==> config.mk <==
export PLATFORM = sky130hd
export DESIGN_NAME = nvb_bus_if
export DESIGN_NICKNAME = d
export VERILOG_FILES = /design/src/hw/nvb_pkg.sv /design/src/hw/nvb_addr_decode.sv /design/src/hw/nvb_bus_if.sv
export VERILOG_INCLUDE_DIRS = /design/src /design/src/hw
export SDC_FILE = /design/constraint.sdc
export NUM_CORES = 1
export LEC_CHECK = 0
export BUFFER_PORTS_ARGS = -buffer_cell sky130_fd_sc_hd__buf_4
export CAP_MARGIN = 20
export CORE_ASPECT_RATIO = 0.75
export CORE_MARGIN = 5
export CORE_UTILIZATION = 25
export DETAILED_ROUTE_END_ITERATION = 7
export PLACE_DENSITY_LB_ADDON = 0.08
export SLEW_MARGIN = 20
export SYNTH_ARGS = -nofsm -noshare
export SYNTH_HDL_FRONTEND = slang
export SYNTH_SLANG_ARGS = --single-unit
export TNS_END_PERCENT = 20
==> constraint.sdc <==
create_clock -name I_MCLK -period 1.9 [get_ports I_MCLK]
set_input_delay 0.38 -clock I_MCLK [delete_from_list [all_inputs] [get_ports I_MCLK]]
set_output_delay 0.38 -clock I_MCLK [all_outputs]
set_load 0.01 [all_outputs]
==> src/hw/nvb_defines.svh <==
// Constants for the byte-wide memory bus interface
`ifndef NVB_DEFINES_SVH
`define NVB_DEFINES_SVH

`define NVB_NV_ADDR_W     15
`define NVB_DATA_W        8
`define NVB_CPU_ADDR_W    16
`define NVB_NV_TOP_ADDR   16'h7fff
`define NVB_NV_INV_MASK   15'h6000
`define NVB_KEEP_BIT      14
`define NVB_CNT_W         4
`define NVB_NV_SETUP_CYC  4'h1
`define NVB_NV_STROBE_CYC 4'h2
`define NVB_ALE_CYC       4'h1
`define NVB_HOLD_CYC      4'h1
`define NVB_STROBE_CYC    4'h3
`define NVB_END_CYC       4'h1
`define NVB_NV_ADDR_RST   15'h6000

`endif

==> src/hw/nvb_pkg.sv <==
// Types shared by the byte-wide memory bus interface
package nvb_pkg;
`include "nvb_defines.svh"

	typedef enum logic [1:0] {
		NVB_TGT_PRIMARY,
		NVB_TGT_DATA_BANK,
		NVB_TGT_EXPANDED
	} nvb_target_type;

	typedef enum logic [2:0] {
		ST_IDLE,
		ST_NV_SETUP,
		ST_NV_STROBE,
		ST_NV_END,
		ST_EXP_ADDR,
		ST_EXP_HOLD,
		ST_EXP_STROBE,
		ST_EXP_END
	} nvb_state_type;

	typedef struct packed {
		logic                         valid;
		logic                         write;
		logic                         prog;
		logic [`NVB_CPU_ADDR_W-1:0]   addr;
		logic [`NVB_DATA_W-1:0]       wdata;
	} nvb_req_type;

	typedef struct packed {
		nvb_target_type target;
		logic           write_ok;
	} nvb_dec_type;

	typedef struct packed {
		logic [`NVB_NV_ADDR_W-1:0] nv_addr;
		logic [`NVB_DATA_W-1:0]    nv_data_out;
		logic                      nv_data_oe;
		logic                      nv_write_en_n;
		logic                      cs_primary_n;
		logic                      cs_bank_n;
		logic                      pse_n;
		logic                      pse_oe;
		logic                      ale;
		logic [`NVB_DATA_W-1:0]    mux_out;
		logic [`NVB_DATA_W-1:0]    mux_oe;
		logic [`NVB_DATA_W-1:0]    high_addr;
		logic                      wr_n;
		logic                      rd_n;
	} nvb_pins_type;
endpackage

==> src/hw/nvb_addr_decode.sv <==
// Address decode for the byte-wide and expanded buses
`timescale 1ns/1ns
`include "nvb_defines.svh"
module nvb_addr_decode
	import nvb_pkg::*;
(
	input  wire nvb_req_type                i_req,
	input  wire logic [`NVB_CPU_ADDR_W-1:0] i_partition_bound,
	input  wire logic                       i_data_bank_sel,
	input  wire logic                       i_external_access_sel,
	output nvb_dec_type                     o_dec
);
	always_comb begin
		o_dec.target   = NVB_TGT_EXPANDED;
		o_dec.write_ok = 1'b1;
		if (!i_external_access_sel) begin
			o_dec.target = NVB_TGT_EXPANDED;
		end else if (!i_req.prog && i_data_bank_sel) begin
			o_dec.target = NVB_TGT_DATA_BANK;
		end else if (i_req.addr <= `NVB_NV_TOP_ADDR) begin
			o_dec.target = NVB_TGT_PRIMARY;
			// Writes below the bound are dropped, not refused
			o_dec.write_ok = (i_req.addr >= i_partition_bound);
		end
	end
endmodule

==> src/hw/nvb_bus_if.sv <==
// Byte-wide nonvolatile memory bus and expanded bus sequencer
`timescale 1ns/1ns
`include "nvb_defines.svh"
module nvb_bus_if
	import nvb_pkg::*;
(
	input  wire logic                       I_MCLK,
	input  wire logic                       I_SRST,
	input  wire nvb_req_type                I_REQ,
	input  wire logic [`NVB_CPU_ADDR_W-1:0] I_PARTITION_BOUND,
	input  wire logic                       I_DATA_BANK_SEL,
	input  wire logic                       I_EXTERNAL_ACCESS_SEL,
	input  wire logic                       I_SUPPLY_BELOW_BACKUP,
	input  wire logic [`NVB_DATA_W-1:0]     I_NV_DATA_IN,
	input  wire logic [`NVB_DATA_W-1:0]     I_MUX_ADDR_DATA_PORT_IN,
	input  wire logic [`NVB_DATA_W-1:0]     I_PORT0_LATCH,
	input  wire logic [`NVB_DATA_W-1:0]     I_PORT2_LATCH,
	input  wire logic                       I_PROG_STORE_EN_N_IN,
	output logic [`NVB_NV_ADDR_W-1:0]       O_NV_ADDR,
	output logic [`NVB_DATA_W-1:0]          O_NV_DATA_OUT,
	output logic                            O_NV_DATA_OE,
	output logic                            O_NV_WRITE_EN_N,
	output logic                            O_NV_CHIP_SEL_PRIMARY_N,
	output logic                            O_NV_CHIP_SEL_DATA_BANK_N,
	output logic                            O_PROG_STORE_EN_N_OUT,
	output logic                            O_PROG_STORE_EN_N_OE,
	output logic                            O_ADDR_LATCH_EN,
	output logic [`NVB_DATA_W-1:0]          O_MUX_ADDR_DATA_PORT_OUT,
	output logic [`NVB_DATA_W-1:0]          O_MUX_ADDR_DATA_PORT_OE,
	output logic [`NVB_DATA_W-1:0]          O_HIGH_ADDR_PORT,
	output logic                            O_EXT_WRITE_STROBE_N,
	output logic                            O_EXT_READ_STROBE_N,
	output logic                            O_BUSY,
	output logic                            O_DONE,
	output logic [`NVB_DATA_W-1:0]          O_RDATA,
	output logic                            O_BOOT_LOADER_REQ,
	output logic                            O_INTERNAL_MEM_DIS
);
	nvb_state_type                state_ff;
	nvb_state_type                nxt_state;
	logic [`NVB_CNT_W-1:0]        cnt_ff;
	logic [`NVB_CNT_W-1:0]        nxt_cnt;
	nvb_target_type               tgt_ff;
	nvb_target_type               nxt_tgt;
	logic                         wr_ff;
	logic                         nxt_wr;
	logic                         prog_ff;
	logic                         nxt_prog;
	logic                         wok_ff;
	logic                         nxt_wok;
	logic [`NVB_CPU_ADDR_W-1:0]   addr_ff;
	logic [`NVB_CPU_ADDR_W-1:0]   nxt_addr;
	logic [`NVB_DATA_W-1:0]       wdata_ff;
	logic [`NVB_DATA_W-1:0]       nxt_wdata;
	logic [`NVB_DATA_W-1:0]       rdata_ff;
	logic [`NVB_DATA_W-1:0]       nxt_rdata;
	logic                         done_ff;
	logic                         nxt_done;
	logic                         busy_ff;
	logic                         nxt_busy;
	logic                         mem_dis_ff;
	logic                         nxt_mem_dis;
	logic                         boot_ff;
	logic                         nxt_boot;
	nvb_pins_type                 pins_ff;
	nvb_pins_type                 nxt_pins;
	nvb_dec_type                  dec;
	logic                         accept;

	nvb_addr_decode u_decode (
		.i_req                 (I_REQ),
		.i_partition_bound     (I_PARTITION_BOUND),
		.i_data_bank_sel       (I_DATA_BANK_SEL),
		.i_external_access_sel (I_EXTERNAL_ACCESS_SEL),
		.o_dec                 (dec)
	);

	function automatic logic [`NVB_CNT_W-1:0] phase_len(input nvb_state_type st);
		unique case (st)
			ST_NV_SETUP:   phase_len = `NVB_NV_SETUP_CYC;
			ST_NV_STROBE:  phase_len = `NVB_NV_STROBE_CYC;
			ST_EXP_ADDR:   phase_len = `NVB_ALE_CYC;
			ST_EXP_HOLD:   phase_len = `NVB_HOLD_CYC;
			ST_EXP_STROBE: phase_len = `NVB_STROBE_CYC;
			ST_IDLE, ST_NV_END, ST_EXP_END: phase_len = `NVB_END_CYC;
		endcase
	endfunction

	function automatic nvb_state_type follow(input nvb_state_type st);
		unique case (st)
			ST_NV_SETUP:   follow = ST_NV_STROBE;
			ST_NV_STROBE:  follow = ST_NV_END;
			ST_EXP_ADDR:   follow = ST_EXP_HOLD;
			ST_EXP_HOLD:   follow = ST_EXP_STROBE;
			ST_EXP_STROBE: follow = ST_EXP_END;
			ST_IDLE, ST_NV_END, ST_EXP_END: follow = ST_IDLE;
		endcase
	endfunction

	// Sequencer and latched request
	always_comb begin
		accept    = I_REQ.valid && (state_ff == ST_IDLE) && !I_SUPPLY_BELOW_BACKUP;
		nxt_state = state_ff;
		nxt_cnt   = cnt_ff;
		nxt_tgt   = tgt_ff;
		nxt_wr    = wr_ff;
		nxt_prog  = prog_ff;
		nxt_wok   = wok_ff;
		nxt_addr  = addr_ff;
		nxt_wdata = wdata_ff;
		nxt_rdata = rdata_ff;
		unique case (state_ff)
			ST_IDLE: begin
				if (accept) begin
					nxt_tgt   = dec.target;
					// Fetches never write, whatever the request says
					nxt_wr    = I_REQ.write && !I_REQ.prog;
					nxt_prog  = I_REQ.prog;
					nxt_wok   = dec.write_ok;
					nxt_addr  = I_REQ.addr;
					nxt_wdata = I_REQ.wdata;
					nxt_state = (dec.target == NVB_TGT_EXPANDED) ? ST_EXP_ADDR : ST_NV_SETUP;
					nxt_cnt   = phase_len(nxt_state);
				end
			end
			ST_NV_SETUP, ST_NV_STROBE, ST_NV_END,
			ST_EXP_ADDR, ST_EXP_HOLD, ST_EXP_STROBE, ST_EXP_END: begin
				if (cnt_ff == `NVB_CNT_W'(1)) begin
					nxt_state = follow(state_ff);
					nxt_cnt   = phase_len(nxt_state);
				end else begin
					nxt_cnt = cnt_ff - `NVB_CNT_W'(1);
				end
			end
		endcase
		if (cnt_ff == `NVB_CNT_W'(1) && !wr_ff) begin
			if (state_ff == ST_NV_STROBE) begin
				nxt_rdata = I_NV_DATA_IN;
			end else if (state_ff == ST_EXP_STROBE) begin
				nxt_rdata = I_MUX_ADDR_DATA_PORT_IN;
			end
		end
		// A supply drop aborts whatever cycle is running
		if (I_SUPPLY_BELOW_BACKUP) begin
			nxt_state = ST_IDLE;
			nxt_cnt   = `NVB_END_CYC;
		end
		nxt_done    = (nxt_state == ST_NV_END) || (nxt_state == ST_EXP_END);
		nxt_busy    = (nxt_state != ST_IDLE) || I_SUPPLY_BELOW_BACKUP;
		nxt_mem_dis = !I_EXTERNAL_ACCESS_SEL;
	end

	// Pin values follow the next state so that pins and state move together
	always_comb begin
		nxt_pins               = pins_ff;
		nxt_pins.nv_data_out   = nxt_wdata;
		nxt_pins.nv_data_oe    = 1'b0;
		nxt_pins.nv_write_en_n = 1'b1;
		nxt_pins.cs_primary_n  = 1'b1;
		nxt_pins.cs_bank_n     = 1'b1;
		nxt_pins.pse_n         = 1'b1;
		nxt_pins.pse_oe        = 1'b1;
		nxt_pins.ale           = 1'b0;
		nxt_pins.mux_out       = '0;
		nxt_pins.mux_oe        = ~I_PORT0_LATCH;
		nxt_pins.high_addr     = I_PORT2_LATCH;
		nxt_pins.wr_n          = 1'b1;
		nxt_pins.rd_n          = 1'b1;
		unique case (nxt_state)
			ST_IDLE: begin
			end
			ST_NV_SETUP, ST_NV_STROBE, ST_NV_END: begin
				nxt_pins.nv_addr = nxt_addr[`NVB_NV_ADDR_W-1:0] ^ `NVB_NV_INV_MASK;
				nxt_pins.mux_oe  = ~I_PORT0_LATCH;
				if (nxt_state != ST_NV_END) begin
					nxt_pins.cs_primary_n = (nxt_tgt != NVB_TGT_PRIMARY);
					nxt_pins.cs_bank_n    = (nxt_tgt != NVB_TGT_DATA_BANK);
					nxt_pins.nv_data_oe   = nxt_wr;
				end
				if (nxt_state == ST_NV_STROBE) begin
					nxt_pins.nv_write_en_n = !(nxt_wr && nxt_wok);
				end
			end
			ST_EXP_ADDR, ST_EXP_HOLD, ST_EXP_STROBE, ST_EXP_END: begin
				nxt_pins.high_addr = nxt_addr[`NVB_CPU_ADDR_W-1:`NVB_DATA_W];
				nxt_pins.mux_out   = nxt_addr[`NVB_DATA_W-1:0];
				nxt_pins.mux_oe    = '1;
				nxt_pins.ale       = (nxt_state == ST_EXP_ADDR);
				if (nxt_state == ST_EXP_STROBE || nxt_state == ST_EXP_END) begin
					nxt_pins.mux_out = nxt_wdata;
					nxt_pins.mux_oe  = nxt_wr ? '1 : '0;
				end
				if (nxt_state == ST_EXP_STROBE) begin
					nxt_pins.wr_n  = !nxt_wr;
					nxt_pins.rd_n  = nxt_wr || nxt_prog;
					nxt_pins.pse_n = !nxt_prog;
				end
			end
		endcase
		if (I_SUPPLY_BELOW_BACKUP) begin
			// Only bit 14 is backed; the rest fall with the supply
			nxt_pins.nv_addr = '0;
			nxt_pins.nv_addr[`NVB_KEEP_BIT] = pins_ff.nv_addr[`NVB_KEEP_BIT];
			nxt_pins.cs_primary_n  = 1'b1;
			nxt_pins.cs_bank_n     = 1'b1;
			nxt_pins.nv_write_en_n = 1'b1;
			nxt_pins.nv_data_oe    = 1'b0;
		end
	end

	// Loader entry is sampled only while reset is held
	always_comb begin
		nxt_boot = I_SRST ? !I_PROG_STORE_EN_N_IN : boot_ff;
	end

	always_ff @(posedge I_MCLK) begin
		boot_ff <= nxt_boot;
	end

	always_ff @(posedge I_MCLK) begin
		if (I_SRST) begin
			state_ff   <= ST_IDLE;
			cnt_ff     <= `NVB_END_CYC;
			tgt_ff     <= NVB_TGT_EXPANDED;
			wr_ff      <= 1'b0;
			prog_ff    <= 1'b0;
			wok_ff     <= 1'b0;
			addr_ff    <= '0;
			wdata_ff   <= '0;
			rdata_ff   <= '0;
			done_ff    <= 1'b0;
			busy_ff    <= 1'b1;
			mem_dis_ff <= 1'b0;
			pins_ff    <= '{nv_addr: `NVB_NV_ADDR_RST, nv_data_out: '0, nv_data_oe: 1'b0,
				nv_write_en_n: 1'b1, cs_primary_n: 1'b1, cs_bank_n: 1'b1, pse_n: 1'b1,
				pse_oe: 1'b0, ale: 1'b0, mux_out: '0, mux_oe: '0, high_addr: '1,
				wr_n: 1'b1, rd_n: 1'b1};
		end else begin
			state_ff   <= nxt_state;
			cnt_ff     <= nxt_cnt;
			tgt_ff     <= nxt_tgt;
			wr_ff      <= nxt_wr;
			prog_ff    <= nxt_prog;
			wok_ff     <= nxt_wok;
			addr_ff    <= nxt_addr;
			wdata_ff   <= nxt_wdata;
			rdata_ff   <= nxt_rdata;
			done_ff    <= nxt_done;
			busy_ff    <= nxt_busy;
			mem_dis_ff <= nxt_mem_dis;
			pins_ff    <= nxt_pins;
		end
	end

	assign O_NV_ADDR                 = pins_ff.nv_addr;
	assign O_NV_DATA_OUT             = pins_ff.nv_data_out;
	assign O_NV_DATA_OE              = pins_ff.nv_data_oe;
	assign O_NV_WRITE_EN_N           = pins_ff.nv_write_en_n;
	assign O_NV_CHIP_SEL_PRIMARY_N   = pins_ff.cs_primary_n;
	assign O_NV_CHIP_SEL_DATA_BANK_N = pins_ff.cs_bank_n;
	assign O_PROG_STORE_EN_N_OUT     = pins_ff.pse_n;
	assign O_PROG_STORE_EN_N_OE      = pins_ff.pse_oe;
	assign O_ADDR_LATCH_EN           = pins_ff.ale;
	assign O_MUX_ADDR_DATA_PORT_OUT  = pins_ff.mux_out;
	assign O_MUX_ADDR_DATA_PORT_OE   = pins_ff.mux_oe;
	assign O_HIGH_ADDR_PORT          = pins_ff.high_addr;
	assign O_EXT_WRITE_STROBE_N      = pins_ff.wr_n;
	assign O_EXT_READ_STROBE_N       = pins_ff.rd_n;
	assign O_BUSY                    = busy_ff;
	assign O_DONE                    = done_ff;
	assign O_RDATA                   = rdata_ff;
	assign O_BOOT_LOADER_REQ         = boot_ff;
	assign O_INTERNAL_MEM_DIS        = mem_dis_ff;
endmodule

-- Word level (Yosys, flattened, before mapping)
Memories as Yosys holds them, arrays and structs flattened. A register that Yosys moved wholly into a read port is not among the register bits.
Cells that the tools add are included.
- bits in registers: 96
- bits in read-only memories: 56
- input bits: 81
- word-level logic and storage cells: 133
- memories: 3
- memories (name ; words ; width ; rd ports ; clocked after memory_dff ; wr ports ; line ; text):
    (no name shown) ; 8 ; 3 ; 1 ; 1 ; 0 ; nvb_bus_if.sv:90 ; unique case (st)
    (no name shown) ; 8 ; 2 ; 1 ; 0 ; 0 ; nvb_bus_if.sv:79 ; unique case (st)
    (no name shown) ; 8 ; 2 ; 1 ; 0 ; 0 ; nvb_bus_if.sv:79 ;
- add/sub/neg operators: 1
- $lt $le $gt $ge: 2
- eq/ne operators: 19
- muxes and demuxes: 39
- bitwise gates (word level): 8
- reductions and logical operators: 33
- operators with widths (operator ; number):
    $mux W16 ; 3
    $mux W8 ; 6
    $mux W14 ; 2
    $mux W28 ; 1
    $eq A3 B3 Y1 const B ; 8
    $mux W3 ; 8
    $ge A16 B16 Y1 ; 1
    $le A16 B15 Y1 const B ; 1
    $eq A3 B2 Y1 const B ; 4
    $reduce_or A4 Y1 ; 3
    $mux W10 ; 1
    $mux W2 ; 5
    $mux W9 ; 1
    $logic_not A1 Y1 ; 8
    $mux W1 ; 8
    $mux W4 ; 2
    $not A8 Y8 ; 1
    $pmux W4 S2 ; 1
    $reduce_or A7 Y1 ; 1
    $eq A3 B1 Y1 const B ; 2
    $logic_and A1 B1 Y1 ; 6
    $not A1 Y1 ; 6
    $pmux W3 S2 ; 1
    $reduce_bool A2 Y1 ; 3
    13 further kinds ; 19

-- Longest topological paths before layout
- word-level depth: 14
- depth in mapped cells: 10
- depth with buffers taken out: 10

-- By module
From an unflattened synthesis, not the netlist that was laid out.
- cell total of the unflattened synthesis: 473
- area, all modules: 4271.6 um^2
- by module, submodules not included (module ; times used ; cells an instance ; area an instance (um^2) ; seq. area each (um^2)):
    nvb_bus_if ; 1 ; 417 ; 3844.9 ; 1991.9
    nvb_addr_decode ; 1 ; 56 ; 426.7 ; 0.0

-- Worst setup path after synthesis
OpenSTA, ideal clock, no wires.
- kind: flip-flop to flip-flop
- start point: reg cnt_ff[0]
- end point: reg pins_ff (netlist bit O_NV_ADDR[11])
- library setup time: 0.079 ns
- arrival time: 1.998 ns
- data required time: 1.821 ns
- path slack: -0.178 ns
- stages on the path, launching flop included: 9
- buffers on the path: 2
- cells stage by stage: dfxtp_1 > ha_1 > nor3b_4 > mux2i_1 > nand2_1 > o2111a_1 > buf_6 > buf_6 > a22oi_1
- cells in the longest elaborated chain, start to end: 6
- elaborated cells between the ends (all ways): 8
- classes of those cells: eq/ne: 4; mux: 3; reduce/logical: 1
- RTL lines (what ; line ; text):
    start, declared ; nvb_bus_if.sv:41 ; logic [`NVB_CNT_W-1:0] cnt_ff;
    start signal, assigned ; nvb_bus_if.sv:223 ; cnt_ff <= `NVB_END_CYC;
    start signal, assigned ; nvb_bus_if.sv:240 ; cnt_ff <= nxt_cnt;
    $eq A4 B1 Y1 * ; nvb_bus_if.sv:128 ; if (cnt_ff == `NVB_CNT_W'(1)) begin
    $mux W3 * ; nvb_bus_if.sv:128 ;
    $pmux W3 S2 * ; nvb_bus_if.sv:112 ; unique case (state_ff)
    $mux W3 * ; nvb_bus_if.sv:144 ; if (I_SUPPLY_BELOW_BACKUP) begin
    $eq A3 B2 Y1 or $eq A3 B1 Y1 (tied branches) ; nvb_bus_if.sv:169 ; unique case (nxt_state)
    $reduce_or A3 Y1 * ; nvb_bus_if.sv:169 ;
    end signal, assigned ; nvb_bus_if.sv:234 ; pins_ff <= '{nv_addr: `NVB_NV_ADDR_RST, nv_data_out: '0, nv_data_oe: 1'b0,
    end signal, assigned ; nvb_bus_if.sv:251 ; pins_ff <= nxt_pins;
    end, declared ; nvb_bus_if.sv:65 ; nvb_pins_type pins_ff;
Mark *: on every way between the ends. The rest lies on a longest branch, timed or not.
A chain may end at the register's enable or synchronous reset.

-- Worst setup path after layout
- start point: reg cnt_ff[1]
- end point: reg pins_ff (netlist bit O_NV_ADDR[11])
The elaborated chain is that of the path after synthesis.

==> results by group <==
Die
  – Die Span Y: roughly 120 µm
  – Die X: 160 µm
  – Initial Util: about 25%
  – Die ar.: 19500 µm²
  – Ports: 149
  – CORE AREA: 16700 µm²
  – Std cell rows: approximately 40

Yosys
  – Async set-or-reset flop fraction in the synthesized netlist: 0%
  – Main synth FF type: dfxtp_1
  – Mapped Area: 4200 µm²
  – Net Count, Synth: approximately 540
  – Count of unique library cells instantiated by Yosys: 53
  – Post-synth EDFFs: 1
  – FF+latch count, synth: 99
  – YS warnings: 0
  – Synth Instances: 442
  – Sequential element share of the synthesized area: 47.5%
  – Mean Syn Cell Area: 9.49 µm²

Setup path
  – Worst setup path startpoint: cnt_ff[1]$_SDFFE_PP0P_
  – CP bufs+invs: 3
  – Kind of cell adding the most delay to the critical path: compound AO/OA/AOI/OAI gates
  – Flop-to-flop setup slack: -0.13 ns
  – Slowest cell on crit path: or4b_4
  – CP Depth: 9
  – CP max stage delay: 0.46 ns
  – R2r endpoint: O_NV_ADDR[11]$_SDFFE_PP0N_
  – Setup Crit Path Kind: flip-flop to flip-flop
  – Critical R2R Launch: cnt_ff[1]$_SDFFE_PP0P_
  – Arrival time at the worst endpoint: 2.25 ns
  – Crit path required time: 2.12 ns
  – CP Max Fanout: 9
  – Crit. End Element: flip-flop
  – Crit path cell chain: inv_2 > ha_4 > or4b_4 > o211a_4 > a31oi_4 > o2111a_2 > buf_12 > buf_4 > a22oi_2
  – Reg2Reg Depth: 9
  – Crit path launch type: flip-flop

Clocking
  – Clock Latency Late Sink: roughly 0.35 ns
  – Longest Clk Path Bufs: 2
  – Worst-path clk slew: 0.07 ns
  – Root buf cell: clkbuf_16
  – TritonCTS clock tree: built
  – H-tree levels: 3
  – Hold_buf cts: 0
  – CTS Buf Count: 9
  – Clk sinks: 99

Outcome
  – Status: finished, violations left
  – Failing checks: setup timing

Timing
  – Setup tns final: -2.73 ns
  – Relative slew slack: 66.9%
  – Fin crit period: approximately 2.0 ns
  – Final WS setup: -0.134 ns
  – Worst-Margin Slew: 0.482 ns
  – Max Clock Skew: 0.00547 ns
  – Final period util: 107%
  – Final Hold Viols: 0
  – Max-slew violation count: 0
  – Final setup vio count: 44
  – Hold slack final: 0.198 ns
  – Fmax: 492 MHz
  – Unrepaired setup endpoints after global routing: yes

Final layout
  – Final Instance Area: 6470 µm²
  – Area Growth Syn to Fin: 54.1%
  – Filler instances: 1693
  – Commonest cells after routing, fill and taps aside: 209 x buf_4, 96 x dfxtp_1, 59 x nor2_1
  – Nets@finish: around 750
  – Layout cell share with drive strength beyond 1: 44.0%
  – Most common cell after layout, fill and taps aside: buf_4
  – Diode count: 0

Routing
  – Avg Vias per Cell: 4.43
  – 1st-iter DRT viols: 206
  – WL per Instance: 16.0 µm
  – Detail Route Antenna Nets: 0
  – DRC: 0
  – Final wirelength: between 10000 and 15000 µm
  – Vias: 3845
  – Pre-antenna DRT Iters: 5

Min path
  – End of the worst hold path: O_MUX_ADDR_DATA_PORT_OE[5]$_SDFF_PP0_
  – Hold Crit Depth: 2
  – Worst hold path class: primary input to flip-flop
  – Hold Crit Start: I_PORT0_LATCH[5]

Global route
  – First-pass GRT wire length: about 22000 µm
  – Gr ovfl total: 0
  – Largest net degree at the start of global routing: 43
  – Initial antenna violation count: 0
  – Via count of the first global-routing pass: a little under 4000
  – Overall Global Routing Usage: 14.3%

Place
  – I/O Buffers: 148
  – Detail Placement HPWL: about 11000 µm
  – Cell Area, Placed: 5980 µm²
  – RD Place Congestion: 0.774

Power
  – Peak VDD IR: 288 µV
  – Power consumption: 4.75 mW
  – Pleak: roughly 3 nW
  – Pwr dens: 734 nW/µm²

Job
  – Max cap viols: 0
registers in the layout, summed over array words and instances (netlist names), 2 cells and up, named ones only:
| register | flops |
|---|---|
| O_RDATA | 8 |
| tgt_ff | 2 |
| O_MUX_ADDR_DATA_PORT_OUT | 8 |
| cnt_ff | 4 |
| O_HIGH_ADDR_PORT | 8 |
| addr_ff | 16 |
| O_NV_DATA_OUT | 8 |
| O_NV_ADDR | 15 |
| state_ff | 3 |
| O_MUX_ADDR_DATA_PORT_OE | 8 |
where the power goes:
group | internal [mW] | switching (mW) | leakage [nW] | total, mW
logic | 0.391 | 0.349 | 2.05 | 0.740
registers | 2.15 | 0.0318 | 0.811 | 2.18
clock network | 1.02 | 0.799 | 0.137 | 1.82
total | 3.57 | 1.18 | 3.00 | 4.75
per-stage QoR:
stage                     utilization [%]  setup slack [ns]  instances
after floorplan                         -           -0.0722        442
after global placement               35.8            -0.127        839
after detailed placement             35.8            -0.179        839
after CTS                            38.6            -0.150        864
after global routing                 38.8            -0.216        868
final                                38.8            -0.134        868
cell usage after synthesis (all sizes together), types with 2 or more instances:
library cell / instances / area [µm²]
a211oi: 15 / 133
a21o: 6 / 45.0
a21oi: 29 / 145
a22oi: 9 / 67.6
a31oi: 2 / 27.5
and3: 2 / 12.5
buf: 14 / 110
clkbuf: 11 / 41.3
dfxtp: 98 / 1960
ha: 20 / 250
inv: 25 / 93.8
mux2: 8 / 90.1
mux2i: 25 / 250
nand2: 34 / 130
nand2b: 5 / 31.3
nand3: 6 / 30.0
nand3b: 2 / 15.0
nand4: 3 / 18.8
nor2: 69 / 277
nor2b: 3 / 18.8
nor3: 7 / 40.0
nor3b: 10 / 91.3
nor4b: 2 / 17.5
o211ai: 10 / 75.1
o21a: 2 / 15.0
o21ai: 10 / 50.1
kinds of logic after synthesis:
logic type / after synthesis / share of synthesized area [%]
and+or+nand+nor: 148 / 17.1
DFF: 99 / 47.5
AOI/OAI and AO/OA: 91 / 15.3
buffers and inverters: 50 / 5.84
muxes: 33 / 8.11
adders and majority gates: 20 / 5.96
xor gates and xnor gates: 1 / 0.209
layer usage:
metal | track usage [%] | part of all wire, %
met5 | 0 | 0
met4 | 3.58 | 1.0
met3 | 5.24 | 7.9
met2 | 21.3 | 42
met1 | 19.7 | 49
what timing repair did:
item                                    in CTS  in global routing
resized for setup                           23                  8
cloned                                       2                  0
pin swaps                                    9                  5
endpoints found under the setup margin      50                 55
setup buffers                                8                  5
how the worst max path moves through the flow:
stage / endpoint / slack (ns)
2_1_floorplan: O_NV_ADDR[11]$_SDFFE_PP0N_ / -0.07
3_3_place_gp: O_NV_ADDR[3]$_SDFFE_PP0N_ / -0.13
3_5_place_dp: O_NV_ADDR[8]$_SDFFE_PP0N_ / -0.18
4_1_cts: O_NV_ADDR[10]$_SDFFE_PP0N_ / -0.15
5_1_grt: O_NV_ADDR[12]$_SDFFE_PP0N_ / -0.22
6_report: O_NV_ADDR[11]$_SDFFE_PP0N_ / -0.13
cell type report:
type,instances,area [µm²],area share [%]
clock inverters,4,51.3,0.793
repair buffers,219,1730,26.8
inverters,25,93.8,1.45
multi-input cells,294,2090,32.2
flip-flops and latches,99,2000,30.9
well taps,215,269,4.16
clock buffers,12,236,3.66
Power figures use the tool's default switching activity.
